**config.mk**
```make
export PLATFORM = sky130hd
export DESIGN_NAME = halfbridge_pwm_input_decoder
export DESIGN_NICKNAME = d
export VERILOG_FILES = /design/src/design/pwm_decode_pkg.sv /design/src/design/halfbridge_pwm_input_decoder.sv
export SDC_FILE = /design/constraint.sdc
export NUM_CORES = 1
export LEC_CHECK = 0
export ABC_AREA = 1
export BUFFER_PORTS_ARGS = -buffer_cell sky130_fd_sc_hd__buf_2
export CORE_ASPECT_RATIO = 1.25
export CORE_MARGIN = 5
export CORE_UTILIZATION = 30
export CTS_BUF_LIST = sky130_fd_sc_hd__clkbuf_8
export CTS_CLUSTER_SIZE = 8
export DETAILED_ROUTE_END_ITERATION = 10
export PLACE_DENSITY_LB_ADDON = 0.2
export SLEW_MARGIN = 20
export SYNTH_ARGS = -nofsm -noshare
export SYNTH_HDL_FRONTEND = slang
export SYNTH_SLANG_ARGS = --single-unit
```
**constraint.sdc**
```tcl
create_clock -name sys_clk -period 2.34 [get_ports sys_clk]
set_clock_uncertainty 0.2 [all_clocks]
set_input_delay 0.468 -clock sys_clk [delete_from_list [all_inputs] [get_ports sys_clk]]
set_output_delay 0.468 -clock sys_clk [all_outputs]
set_load 0.02 [all_outputs]
```
**src/design/pwm_decode_pkg.sv**
```systemverilog
/*
 Package for the half-bridge PWM input decoder: mode codes, the mode pin
 strap encoding, the per-phase gate command struct and reset values.
 Assumes a single 50 MHz system clock and three phases.
*/
package pwm_decode_pkg;

  // Number of half-bridges
  localparam int PHASE_COUNT = 3;

  // Mode field encodings
  localparam logic [1:0] MODE_SIX_INPUT = 2'h0;
  localparam logic [1:0] MODE_THREE_INPUT = 2'h1;

  // Mode pin strap levels as seen by the pin sensing front end
  localparam logic [1:0] STRAP_GROUND = 2'h0; // Tied to analog_ground
  localparam logic [1:0] STRAP_RES_47K = 2'h1; // 47 kOhm to analog_ground

  // Reset values
  localparam logic RESET_GATE = 1'b0;
  localparam logic [1:0] RESET_SYNC = 2'h0;
  localparam logic [2:0] RESET_PIN_SYNC = 3'h0; // Three-flop pin stages
  localparam logic RESET_LEVEL = 1'h0; // Settled levels and flags

  // Gate command pair for one half-bridge
  typedef struct packed {
    logic high_gate_cmd;
    logic low_gate_cmd;
  } gate_pair_s;

  // Inputs of one phase
  typedef struct packed {
    logic phase_high_input;
    logic phase_low_input;
  } phase_in_s;

  // Switch node state of one phase
  typedef enum logic [2:0] {
    NODE_HIZ  = 3'b001,
    NODE_LOW  = 3'b010,
    NODE_HIGH = 3'b100
  } switch_node_state_e;

endpackage : pwm_decode_pkg

```
**src/design/halfbridge_pwm_input_decoder.sv**
```systemverilog
/*
 Half-bridge PWM input decoder for three phases, six-input and
 three-input modes. Phase inputs and mode strap come from pins and are
 synchronised with three flops; a change counts when flops two and three
 agree. Outputs are registered gate commands and switch node states.
 Assumes the controller idles all inputs low around any mode change.
*/
`timescale 1ns/1ps

module halfbridge_pwm_input_decoder
  import pwm_decode_pkg::*;
#(
  parameter int PHASES = PHASE_COUNT // Half-bridge count
) (
  input wire logic sys_clk, // 50 MHz system clock
  input wire logic rst_n, // Asynchronous reset, active low
  input wire logic hw_config, // 1: mode from strap, 0: from mode field
  input wire logic [1:0] pwm_mode_field, // Configured mode code
  input wire logic [1:0] mode_strap, // Sensed mode pin level code
  input wire phase_in_s [PHASES-1:0] phase_in, // Per-phase inputs
  output gate_pair_s [PHASES-1:0] gate_cmd, // Per-phase gate commands
  output switch_node_state_e [PHASES-1:0] switch_node_state, // Node
  output logic mode_unsupported // Selected mode not decoded here
);

  // Elaboration checks: the logic needs a phase and distinct codes
  if (PHASES < 1) begin : g_bad_phases
    $error("PHASES must be at least one");
  end
  if (MODE_SIX_INPUT == MODE_THREE_INPUT) begin : g_bad_modes
    $error("Six-input and three-input mode codes must differ");
  end
  if (STRAP_GROUND == STRAP_RES_47K) begin : g_bad_straps
    $error("Mode strap codes must differ");
  end

  // Mode source synchroniser stages and their settled levels
  logic [2:0] hw_sync_reg;
  logic [1:0] field_s1_reg;
  logic [1:0] field_s2_reg;
  logic [1:0] field_s3_reg;
  logic [1:0] strap_s1_reg;
  logic [1:0] strap_s2_reg;
  logic [1:0] strap_s3_reg;
  logic hw_cfg_reg;
  logic [1:0] field_reg;
  logic [1:0] strap_reg;

  // Source select pin: three-flop shift, only stage one sees the pin
  always_ff @(posedge sys_clk or negedge rst_n) begin
    if (!rst_n) begin
      hw_sync_reg <= RESET_PIN_SYNC;
    end else begin
      hw_sync_reg <= {hw_sync_reg[1:0], hw_config};
    end
  end

  // Mode field stages
  always_ff @(posedge sys_clk or negedge rst_n) begin
    if (!rst_n) begin
      field_s1_reg <= RESET_SYNC;
      field_s2_reg <= RESET_SYNC;
      field_s3_reg <= RESET_SYNC;
    end else begin
      field_s1_reg <= pwm_mode_field;
      field_s2_reg <= field_s1_reg;
      field_s3_reg <= field_s2_reg;
    end
  end

  // Mode strap stages; the strap is a pin and may move at any time
  always_ff @(posedge sys_clk or negedge rst_n) begin
    if (!rst_n) begin
      strap_s1_reg <= RESET_SYNC;
      strap_s2_reg <= RESET_SYNC;
      strap_s3_reg <= RESET_SYNC;
    end else begin
      strap_s1_reg <= mode_strap;
      strap_s2_reg <= strap_s1_reg;
      strap_s3_reg <= strap_s2_reg;
    end
  end

  // A level counts only once stages two and three agree, so a short
  // glitch on a pin never reaches the mode decode
  wire hw_stable = hw_sync_reg[1] == hw_sync_reg[2];
  wire field_stable = field_s2_reg == field_s3_reg;
  wire strap_stable = strap_s2_reg == strap_s3_reg;

  // Settled source select: 1 takes the strap, 0 the mode field
  always_ff @(posedge sys_clk or negedge rst_n) begin
    if (!rst_n) begin
      hw_cfg_reg <= RESET_LEVEL;
    end else if (hw_stable) begin
      hw_cfg_reg <= hw_sync_reg[2];
    end
  end

  // Settled mode field; resets to six-input so the gates start off
  always_ff @(posedge sys_clk or negedge rst_n) begin
    if (!rst_n) begin
      field_reg <= MODE_SIX_INPUT;
    end else if (field_stable) begin
      field_reg <= field_s3_reg;
    end
  end

  // Settled mode strap
  always_ff @(posedge sys_clk or negedge rst_n) begin
    if (!rst_n) begin
      strap_reg <= STRAP_GROUND;
    end else if (strap_stable) begin
      strap_reg <= strap_s3_reg;
    end
  end

  // Strap decode: tied to ground is six-input, 47 kOhm is three-input
  wire strap_six = strap_reg == STRAP_GROUND;
  wire strap_three = strap_reg == STRAP_RES_47K;

  // Field decode: 00 six-input, 01 three-input, the rest not served here
  wire field_six = field_reg == MODE_SIX_INPUT;
  wire field_three = field_reg == MODE_THREE_INPUT;

  // Source selection; at most one of the two modes is ever true
  wire six_mode = hw_cfg_reg ? strap_six : field_six;
  wire three_mode = hw_cfg_reg ? strap_three : field_three;
  wire any_mode = six_mode || three_mode;
  wire mode_unsupported_next = !any_mode;

  // Per-phase decode; an unserved mode turns every gate of the phase off
  genvar p;
  generate
    for (p = 0; p < PHASES; p++) begin : g_phase
      // Pin synchroniser stages and settled input levels
      logic [2:0] hi_sync_reg;
      logic [2:0] lo_sync_reg;
      logic hi_reg;
      logic lo_reg;
      // Registered outputs of this phase
      gate_pair_s gate_reg;
      switch_node_state_e node_reg;

      // Stage agreement, as for the mode sources
      wire hi_stable = hi_sync_reg[1] == hi_sync_reg[2];
      wire lo_stable = lo_sync_reg[1] == lo_sync_reg[2];

      // Six-input: exactly one input set drives its own gate; both set
      // or both clear leave the node floating
      wire six_hi = hi_reg && !lo_reg;
      wire six_lo = lo_reg && !hi_reg;

      // Three-input: a clear low input floats the node; with it set the
      // high input picks which gate conducts
      wire three_float = !lo_reg;
      wire three_hi = !three_float && hi_reg;
      wire three_lo = !three_float && !hi_reg;

      // Gate selection; the two gates of a pair are never on together
      wire hi_next = six_mode ? six_hi : (three_mode && three_hi);
      wire lo_next = six_mode ? six_lo : (three_mode && three_lo);
      wire gate_pair_s gate_next = {hi_next, lo_next};

      // Node state follows the gate that conducts, floating if none does
      wire switch_node_state_e node_next =
        hi_next ? NODE_HIGH : (lo_next ? NODE_LOW : NODE_HIZ);

      // High input stages: only stage one sees the pin
      always_ff @(posedge sys_clk or negedge rst_n) begin
        if (!rst_n) begin
          hi_sync_reg <= RESET_PIN_SYNC;
        end else begin
          hi_sync_reg <= {hi_sync_reg[1:0], phase_in[p].phase_high_input};
        end
      end

      // Low input stages: only stage one sees the pin
      always_ff @(posedge sys_clk or negedge rst_n) begin
        if (!rst_n) begin
          lo_sync_reg <= RESET_PIN_SYNC;
        end else begin
          lo_sync_reg <= {lo_sync_reg[1:0], phase_in[p].phase_low_input};
        end
      end

      // Settled high input level
      always_ff @(posedge sys_clk or negedge rst_n) begin
        if (!rst_n) begin
          hi_reg <= RESET_LEVEL;
        end else if (hi_stable) begin
          hi_reg <= hi_sync_reg[2];
        end
      end

      // Settled low input level
      always_ff @(posedge sys_clk or negedge rst_n) begin
        if (!rst_n) begin
          lo_reg <= RESET_LEVEL;
        end else if (lo_stable) begin
          lo_reg <= lo_sync_reg[2];
        end
      end

      // Registered gate commands; both gates off while reset is held
      always_ff @(posedge sys_clk or negedge rst_n) begin
        if (!rst_n) begin
          gate_reg <= '{RESET_GATE, RESET_GATE};
        end else begin
          gate_reg <= gate_next;
        end
      end

      // Registered node state; floating while reset is held
      always_ff @(posedge sys_clk or negedge rst_n) begin
        if (!rst_n) begin
          node_reg <= NODE_HIZ;
        end else begin
          node_reg <= node_next;
        end
      end

      // Outputs come straight from this phase's flops
      assign gate_cmd[p] = gate_reg;
      assign switch_node_state[p] = node_reg;
    end
  endgenerate

  // Unserved mode flag, registered in step with the gates it explains
  always_ff @(posedge sys_clk or negedge rst_n) begin
    if (!rst_n) begin
      mode_unsupported <= RESET_LEVEL;
    end else begin
      mode_unsupported <= mode_unsupported_next;
    end
  end

endmodule : halfbridge_pwm_input_decoder

```
==> results.tsv, run 1 <==
stage	metric	value	unit
status	status	finished, final reports clean	
floorplan	die span in y	96.5	µm
worst_setup_path	worst r2r src	hw_cfg_reg	
job	maxcap violations	0	
placement	IO Port Bufs	28	
detailed_routing	vias	974	
detailed_routing	DR pass1 iterations	4	
worst_setup_path	top cell family by delay on the critical path	flip-flops	
global_routing	number of global-route vias before repair	1040	
worst_setup_path	WS Path Type	flip-flop to output port	
power_and_ir_drop	Peak VDD IR	450	µV
worst_hold_path	Hold Startpoint	phase_in[0]	
worst_setup_path	internal reg-to-reg setup slack	1100	ps
cells_and_area	NumNets Final	182	
detailed_routing	M1 wire length	1070	µm
timing	RSZ-0062 raised after global routing	no	
yosys	Yosys Warn Count	0	
global_routing	largest net degree at the start of global routing	32	
global_routing	global-route wire length before repair	4440	µm
timing	final worst slack	684	ps
worst_setup_path	worst-case reg-to-reg path depth	6	
worst_setup_path	crit path cell chain	buf_2	
cts	CTS Sinks	57	
power_and_ir_drop	Total Power	2.14	mW
power_and_ir_drop	Pleak	1.11	nW
timing	max-slew violation count	0	
yosys	Seq/Total Area, Yosys	0.797	
floorplan	Die Area	7640	µm²
timing	Final setup viols	0	
timing	final hold viol count	0	
yosys	synthesized cell area	1790	µm²
worst_hold_path	hold path depth	1	
worst_setup_path	Worst Path Required	1670	ps
floorplan	Rows	31	
detailed_routing	Iteration-0 DRC Markers	29	
worst_hold_path	WHS Endpoint	g_phase[0].lo_sync_reg[0]	
cts	Clock Latency Late Sink	330	ps
worst_setup_path	crit-path max FO	1	
worst_setup_path	Critical Path AT	990	ps
cts	CTS tree	done	
worst_setup_path	CP peak stage delay	510	ps
detailed_routing	DRC Markers	0	
detailed_routing	wire length on met3	226	µm
placement	GPL Wtd Cong	0.700	
worst_hold_path	worst hold path type	primary input to flip-flop	
cts	Inserted Clock Buffers	9	
global_routing	Tot GR Track Use	0.0811	
cells_and_area	Finished Core Util	0.378	
cells_and_area	ant diodes	0	
timing	minimum clock period	1660	ps
power_and_ir_drop	Pwr Density	975	nW/µm²
yosys	Yosys reg bits	57	
cts	clk buf depth	2	
placement	Setup WS pre-CTS	1030	ps
worst_setup_path	Setup crit start kind	flip-flop	
detailed_routing	top sig layer	met4	
cts	Clk pin slew, worst setup/hold paths	60	ps
timing	headroom to the max-slew limit	0.601	
placement	HPWL Detailed	1710	µm
detailed_routing	number of vias per cell	4.06	
cells_and_area	most common cell after layout, fill and taps aside	dfrtp_1	
floorplan	core footprint	5820	µm²
floorplan	io pins	29	
worst_setup_path	Critical Path End Type	output port	
timing	Sum Neg Setup Slack	0	ps
global_routing	grt total ovfl	0	
yosys	Syn Nets	144	
yosys	Cells after Synth	131	
detailed_routing	Post-DRT Antenna Nets	0	
detailed_routing	Routed WL	2510	µm
detailed_routing	WL met2	1190	µm
worst_setup_path	CP bufs+invs	1	
global_routing	initial antenna violation count	0	
yosys	synth unique cells	10	
timing	final worst-path cycle share	0.708	
worst_setup_path	RR Endpoint	g_phase[1].node_reg[0]	
cts	CTS root buffer	clkbuf_8	
detailed_routing	wire length per cell	10.4	µm
cells_and_area	share of cells above drive strength 1	0.270	
cells_and_area	most frequent cells in the layout	dfrtp_1 (54), nand2_1 (31), buf_2 (28)	
yosys	Syn Area/Cell	13.7	µm²
cells_and_area	Area Overhead vs Synth	22.5	%
floorplan	DIE WIDTH	79.2	µm
timing	FMAX	0.604	GHz
timing	worst slew pin tran	599	ps
worst_setup_path	Slowest-stage cell, CP	dfstp_2	
floorplan	initial core utilization	0.308	
cts	Max H-tree Level	3	
cell families (layout without fill, tap and decap cells):
group | count (synthesis) | count (layout) | synth area share
xor+xnor | 4 | 4 | 0.0195
compound gates | 1 | 1 | 0.00488
buf+inv | 12 | 55 | 0.0314
fa+ha+maj | 7 | 7 | 0.0391
simple gates | 50 | 50 | 0.108
flops | 57 | 57 | 0.797
layer usage:
layer / track usage / up-vias
li1: - / 479
met1: 0.0809 / 455
met2: 0.120 / 38
met3: 0.0501 / 2
met4: 0.0659 / 0
met5: 0 / -
report_power, final:
| group | total [mW] | switching (mW) | internal [mW] |
|---|---|---|---|
| registers | 1.13 | 0.0460 | 1.09 |
| clock network | 0.773 | 0.345 | 0.428 |
| logic | 0.240 | 0.156 | 0.0837 |
per-stage QoR:
step / std cells / hold WS [ps] / instance area (µm²)
6_report: 240 / 43.9 / 2200
5_1_grt: 240 / 14.2 / 2200
4_1_cts: 240 / 20.7 / 2200
3_5_place_dp: 223 / 135 / 2010
3_3_place_gp: 223 / 131 / 2010
2_1_floorplan: 131 / -27.6 / 1790
synthesized netlist by cell type:
master | count | share of area
o21ai_2 | 1 | 0.0049
xnor2_1 | 4 | 0.020
nand3_1 | 5 | 0.014
dfrtp_1 | 54 | 0.75
inv_1 | 9 | 0.019
maj3_1 | 7 | 0.039
nor2_1 | 14 | 0.029
nand2_1 | 31 | 0.065
buf_4 | 3 | 0.013
dfstp_2 | 3 | 0.044
worst max path at each step:
| stage | end | depth (start not counted) | from | slack (ps) |
|---|---|---|---|---|
| final | switch_node_state[6] | 1 | g_phase[2].node_reg[0] | 680 |
| after global routing | switch_node_state[0] | 1 | g_phase[0].node_reg[0] | 630 |
| after CTS | switch_node_state[0] | 1 | g_phase[0].node_reg[0] | 660 |
| after detailed placement | strap_s3_reg[1] | 2 | rst_n | 1030 |
| after global placement | switch_node_state[6] | 1 | g_phase[2].node_reg[0] | 1030 |
| after floorplan | switch_node_state[2] | 1 | gate_cmd[1] | 1060 |
layout make-up:
cell class,count,area [µm²]
fillers,573,3620
flip-flops and latches,57,1430
multi-input cells,62,308
repair buffers,30,170
clock buffers,11,151
well taps,66,82.6
inverters,9,33.8
clock inverters,5,22.5
repair_timing:
action	CTS	global route
hold buffers	1	0
buffers inserted	0	0
endpoints found under the hold margin	23	0
resized for setup	0	0
Power figures use the tool's default switching activity.
==> run 2, diff against run 1 <==
==> constraint.sdc (replaced) <==
create_clock -name sys_clk -period 1.4 [get_ports sys_clk]
set_clock_uncertainty 0.2 [all_clocks]
set_input_delay 0.28 -clock sys_clk [delete_from_list [all_inputs] [get_ports sys_clk]]
set_output_delay 0.28 -clock sys_clk [all_outputs]
set_load 0.02 [all_outputs]
==> run 2 against run 1 <==
Against the previous run: worst setup slack lost 720 ps; largest power group unchanged; critical path depth is the same; combinational power grew 86%; largest cell class unchanged; sequential power grew 68%; the flow now finishes with violations (setup timing); die area is the same.
==> results.tsv, run 2 (synthesis gave the netlist of run 1 again) <==
stage	metric	value	unit
cells_and_area	NumNets Final	193	
worst_hold_path	hold path depth	0	
global_routing	GR peak layer	met2	
worst_setup_path	CP bufs+invs	1	
cells_and_area	Finished Core Util	0.404	
cells_and_area	Area Overhead vs Synth	31.0	%
worst_hold_path	Hold Startpoint	g_phase[0].hi_sync_reg[0]	
power_and_ir_drop	Internal Power	2.86	mW
timing	final hold viol count	0	
cells_and_area	most frequent cells in the layout	dfrtp_1 (53), nand2_1 (31), buf_2 (25)	
detailed_routing	vias	1018	
power_and_ir_drop	sw frac	0.250	
worst_setup_path	internal reg-to-reg setup slack	170	ps
floorplan	Die Area	7640	µm²
timing	RSZ-0062 raised after global routing	yes	
floorplan	initial core utilization	0.308	
floorplan	die span in y	96.5	µm
global_routing	largest net degree at the start of global routing	58	
timing	Final setup viols	3	
cells_and_area	ant diodes	0	
power_and_ir_drop	Logic pwr share	0.117	
worst_setup_path	Critical Path AT	960	ps
worst_setup_path	Critical Path End Type	output port	
cts	clk buf depth	2	
cts	CTS tree	done	
global_routing	Tot GR Track Use	0.0847	
worst_setup_path	worst-case reg-to-reg path depth	6	
floorplan	Rows	31	
cts	Clk pin slew, worst setup/hold paths	60	ps
timing	Worst Hold Margin	148	ps
detailed_routing	number of vias per cell	4.06	
placement	GPL Wtd Cong	0.748	
timing	Sum Neg Setup Slack	-106	ps
timing	headroom to the max-slew limit	0.809	
worst_setup_path	Setup crit start kind	flip-flop	
cts	Inserted Clock Buffers	9	
cts	Clock Latency Late Sink	330	ps
cts	CTS Sinks	57	
status	failing checks	setup timing	
timing	worst slew pin tran	287	ps
worst_setup_path	CP peak stage delay	520	ps
worst_setup_path	Worst Path Required	920	ps
power_and_ir_drop	Pwr Density	1620	nW/µm²
worst_setup_path	worst r2r src	hw_cfg_reg	
timing	FMAX	0.695	GHz
floorplan	core footprint	5820	µm²
cells_and_area	most common cell after layout, fill and taps aside	dfrtp_1	
worst_setup_path	top cell family by delay on the critical path	flip-flops	
detailed_routing	Routed WL	2550	µm
cts	CTS root buffer	clkbuf_8	
detailed_routing	DR pass1 iterations	4	
placement	Placed Cells	223	
placement	IO Port Bufs	28	
cells_and_area	share of cells above drive strength 1	0.270	
detailed_routing	Iteration-0 DRC Markers	17	
power_and_ir_drop	switching power total	0.952	mW
cts	Max H-tree Level	3	
global_routing	global-route wire length before repair	4550	µm
worst_hold_path	worst hold path type	flip-flop to flip-flop	
worst_setup_path	RR Endpoint	g_phase[1].node_reg[0]	
worst_setup_path	WS Path Type	flip-flop to output port	
worst_hold_path	WHS Endpoint	g_phase[0].hi_sync_reg[1]	
timing	max-slew violation count	0	
power_and_ir_drop	Clock power frac	0.384	
job	maxcap violations	0	
worst_setup_path	Slowest-stage cell, CP	dfstp_2	
global_routing	grt total ovfl	0	
power_and_ir_drop	Flop pwr share	0.499	
power_and_ir_drop	Pleak	1.17	nW
floorplan	io pins	29	
cts	post-CTS setup repair buffer count	0	
placement	HPWL Detailed	1640	µm
status	status	complete, but fails checks	
worst_setup_path	crit path cell chain	buf_6	
floorplan	DIE WIDTH	79.2	µm
global_routing	met2 Usage GRT	0.120	
timing	minimum clock period	1440	ps
timing	final worst-path cycle share	1.03	
global_routing	met1 usage	0.0876	
worst_setup_path	crit-path max FO	1	
global_routing	initial antenna violation count	0	
global_routing	met3 usage	0.0575	
timing	final worst slack	-38.9	ps
detailed_routing	wire length per cell	10.2	µm
detailed_routing	DRC Markers	0	
global_routing	number of global-route vias before repair	1039	
detailed_routing	Post-DRT Antenna Nets	0	
power_and_ir_drop	Peak VDD IR	531	µV
cells_and_area	Post-Layout Cell Count	251	
-- run 2: cell types whose count changed in the layout (fill, tap and decap cells not counted) --
cell           before  now
dfrtp_2             0    1
inv_1              11    9
clkinv_2            3    4
buf_2              28   25
bufinv_16           0    1
dlygate4sd3_1       1   12
clkbuf_8           11   10
clkinvlp_4          0    1
buf_6               0    3
dfrtp_1            54   53
-- run 2: per-stage QoR --
| step | instance area (µm²) | worst slack (ps) | power, mW |
|---|---|---|---|
| final | 2350 | -38.9 | 3.81 |
| after global routing | 2350 | -84.7 | 4.03 |
| after CTS | 2350 | -72.0 | 3.89 |
| after detailed placement | 2010 | 172 | 2.33 |
| after global placement | 2010 | 221 | 2.32 |
| after floorplan | 1790 | 304 | 2.18 |
-- run 2: cell type report --
type	count	area (µm²)
clock inverter	6	57.6
inverter	9	33.8
fill	545	3470
sequential	57	1430
clock buffer	10	138
multi-input combinational	62	308
timing repair buffer	41	299
tap	66	82.6
-- run 2: how the worst max path moves through the flow --
stage	from	endpoint	cells past startpoint
finish	g_phase[2].node_reg[0]	switch_node_state[6]	1
global route	g_phase[2].node_reg[0]	switch_node_state[6]	1
CTS	g_phase[2].node_reg[0]	switch_node_state[6]	1
detailed placement	hw_cfg_reg	g_phase[1].node_reg[0]	6
global placement	hw_cfg_reg	g_phase[2].node_reg[0]	6
floorplan	hw_cfg_reg	g_phase[0].node_reg[0]	6
-- run 2: power groups by stage --
stage,clock network [mW],registers [mW],logic (mW)
finish,1.46,1.90,0.447
floorplan,0,1.99,0.183
CTS,1.53,1.90,0.457
global placement,0,1.92,0.399
detailed placement,0,1.93,0.407
global route,1.60,1.92,0.507
-- run 2: repair_timing --
| action | CTS | global route |
|---|---|---|
| endpoints found under the hold margin | 66 | 0 |
| setup endpoints to repair | 3 | 4 |
| hold buffers | 12 | 0 |
| gates resized for setup | 6 | 1 |
-- run 2: metal layers --
layer	part of all wire	vias up	routed length, µm
met5	0	-	0
met4	0.028	0	72
met3	0.077	6	196
met2	0.46	32	1160
met1	0.44	483	1120
li1	-	497	-
==> run 3, diff against run 2 <==
--- a/config.mk
+++ b/config.mk
@@ -6,13 +6,13 @@
 export NUM_CORES = 1
 export LEC_CHECK = 0
 export ABC_AREA = 1
-export BUFFER_PORTS_ARGS = -buffer_cell sky130_fd_sc_hd__buf_2
 export CORE_ASPECT_RATIO = 1.25
 export CORE_MARGIN = 5
 export CORE_UTILIZATION = 30
 export CTS_BUF_LIST = sky130_fd_sc_hd__clkbuf_8
 export CTS_CLUSTER_SIZE = 8
 export DETAILED_ROUTE_END_ITERATION = 10
+export DONT_BUFFER_PORTS = 1
 export PLACE_DENSITY_LB_ADDON = 0.2
 export SLEW_MARGIN = 20
 export SYNTH_ARGS = -nofsm -noshare
==> run 3 against run 2 <==
Against the previous run: the run ends with hold timing left; final area shrank 8.1%; power fell by 5.6%; sequential power up 6%; final cell count down 12%; maximum frequency is 4.5% higher; global-route usage fell by 0.89 points; flip-flop and latch count unchanged; non-clock buffer count shrank 30; routed wire length down 8.2%; via count is 11% lower.
==> results.tsv, run 3 (synthesis gave the netlist of run 1 again) <==
stage	metric	value	unit
timing	final worst slack	23.5	ps
detailed_routing	DRC Markers	0	
cells_and_area	Area Overhead vs Synth	20.3	%
global_routing	met2 Usage GRT	0.107	
detailed_routing	Routed WL	2340	µm
global_routing	GR peak layer	met2	
cts	CTS Sinks	57	
placement	IO Port Bufs	0	
global_routing	number of global-route vias before repair	938	
cells_and_area	post-route cell area	2160	µm²
global_routing	global-route wire length before repair	4100	µm
global_routing	met1 usage	0.0812	
floorplan	initial core utilization	0.308	
timing	RSZ-0062 raised after global routing	yes	
cells_and_area	NumNets Final	163	
worst_setup_path	crit-path max FO	1	
timing	max-slew violation count	0	
global_routing	largest net degree at the start of global routing	58	
cts	post-CTS setup repair buffer count	0	
global_routing	grt total ovfl	0	
timing	headroom to the max-slew limit	0.757	
timing	minimum clock period	1380	ps
cells_and_area	ant diodes	0	
worst_setup_path	Setup crit start kind	flip-flop	
cts	clk buf depth	2	
status	failing checks	hold timing	
cts	Clk pin slew, worst setup/hold paths	60	ps
cts	CTS root buffer	clkbuf_8	
detailed_routing	wire length per cell	10.6	µm
cells_and_area	share of cells above drive strength 1	0.129	
detailed_routing	Iteration-0 DRC Markers	28	
job	maxcap violations	0	
global_routing	initial antenna violation count	0	
global_routing	Tot GR Track Use	0.0758	
placement	HPWL Detailed	1540	µm
global_routing	met3 usage	0.0408	
worst_hold_path	worst hold path type	primary input to asynchronous set/reset pin	
cts	Clock Latency Late Sink	320	ps
cts	CTS tree	done	
detailed_routing	vias	904	
cells_and_area	most frequent cells in the layout	dfrtp_1 (53), nand2_1 (31), nor2_1 (14)	
power_and_ir_drop	Total Power	3.59	mW
timing	Final setup viols	0	
timing	final worst-path cycle share	0.983	
detailed_routing	number of vias per cell	4.09	
power_and_ir_drop	Pleak	1.03	nW
detailed_routing	DR pass1 iterations	4	
power_and_ir_drop	Pwr Density	1670	nW/µm²
worst_setup_path	Worst Path Required	920	ps
floorplan	io pins	29	
cells_and_area	most common cell after layout, fill and taps aside	dfrtp_1	
worst_setup_path	Critical Path AT	900	ps
floorplan	Die Area	7640	µm²
detailed_routing	Post-DRT Antenna Nets	0	
worst_setup_path	WS Path Type	flip-flop to output port	
cells_and_area	fillers	576	
timing	Worst Hold Margin	-548	ps
timing	worst slew pin tran	365	ps
floorplan	core footprint	5820	µm²
power_and_ir_drop	Peak VDD IR	863	µV
placement	GPL Wtd Cong	0.708	
timing	FMAX	0.726	GHz
placement	Setup WS pre-CTS	156	ps
floorplan	Rows	31	
cells_and_area	Finished Core Util	0.371	
cts	Inserted Clock Buffers	9	
worst_setup_path	internal reg-to-reg setup slack	160	ps
floorplan	DIE WIDTH	79.2	µm
timing	final hold viol count	57	
cts	hold_buf cts	11	
cts	Max H-tree Level	3	
status	status	complete, but fails checks	
placement	Cell Area, Placed	1850	µm²
floorplan	die span in y	96.5	µm
worst_setup_path	Critical Path End Type	output port	
## run 3: final timing paths
kind	end	startpoint	depth (start not counted)
setup / recovery	switch_node_state[3]	g_phase[1].node_reg[0]	0
hold / removal	g_phase[1].hi_sync_reg[0]	rst_n	0
setup reg to reg	g_phase[2].node_reg[0]	hw_cfg_reg	3
hold reg to reg	g_phase[0].lo_sync_reg[1]	g_phase[0].lo_sync_reg[0]	0
max in group asynchronous	g_phase[2].node_reg[0]	rst_n	0
min in group sys_clk	g_phase[0].lo_sync_reg[1]	g_phase[0].lo_sync_reg[0]	0
## run 3: what timing repair did
item,4_1_cts,5_1_grt
endpoints found under the hold margin,68,57
endpoints found under the setup margin,3,5
resized for setup,0,1
pin swaps,0,0
## run 3: area by class of cell
class	instances	area, µm²	area share
Sequential cell	57	1430	0.663
Inverter	9	33.8	0.0157
Timing Repair Buffer	11	110	0.0510
Multi-Input combinational cell	62	308	0.143
Tap cell	66	82.6	0.0383
Clock inverter	3	13.8	0.00638
Clock buffer	13	179	0.0829
## run 3: layer usage
metal,vias to the layer above,part of all wire,wire [µm]
met5,-,0,0
met4,0,0.017,40
met3,5,0.098,229
met2,34,0.47,1100
met1,421,0.42,976
li1,444,-,-
## run 3: where the power goes
group          switching (mW)  internal (mW)
Sequential              0.188           1.82
Combinational           0.103         0.0900
Clock                   0.571          0.823
Total                   0.863           2.73
## run 3: per-stage QoR
| step | hold slack (ps) | cells | TNS, ps |
|---|---|---|---|
| floorplan | -216 | 131 | 0 |
| global placement | -214 | 194 | 0 |
| detailed placement | -213 | 194 | 0 |
| CTS | -573 | 221 | -5.22 |
| global route | -579 | 221 | -40.6 |
| finish | -548 | 221 | 0 |
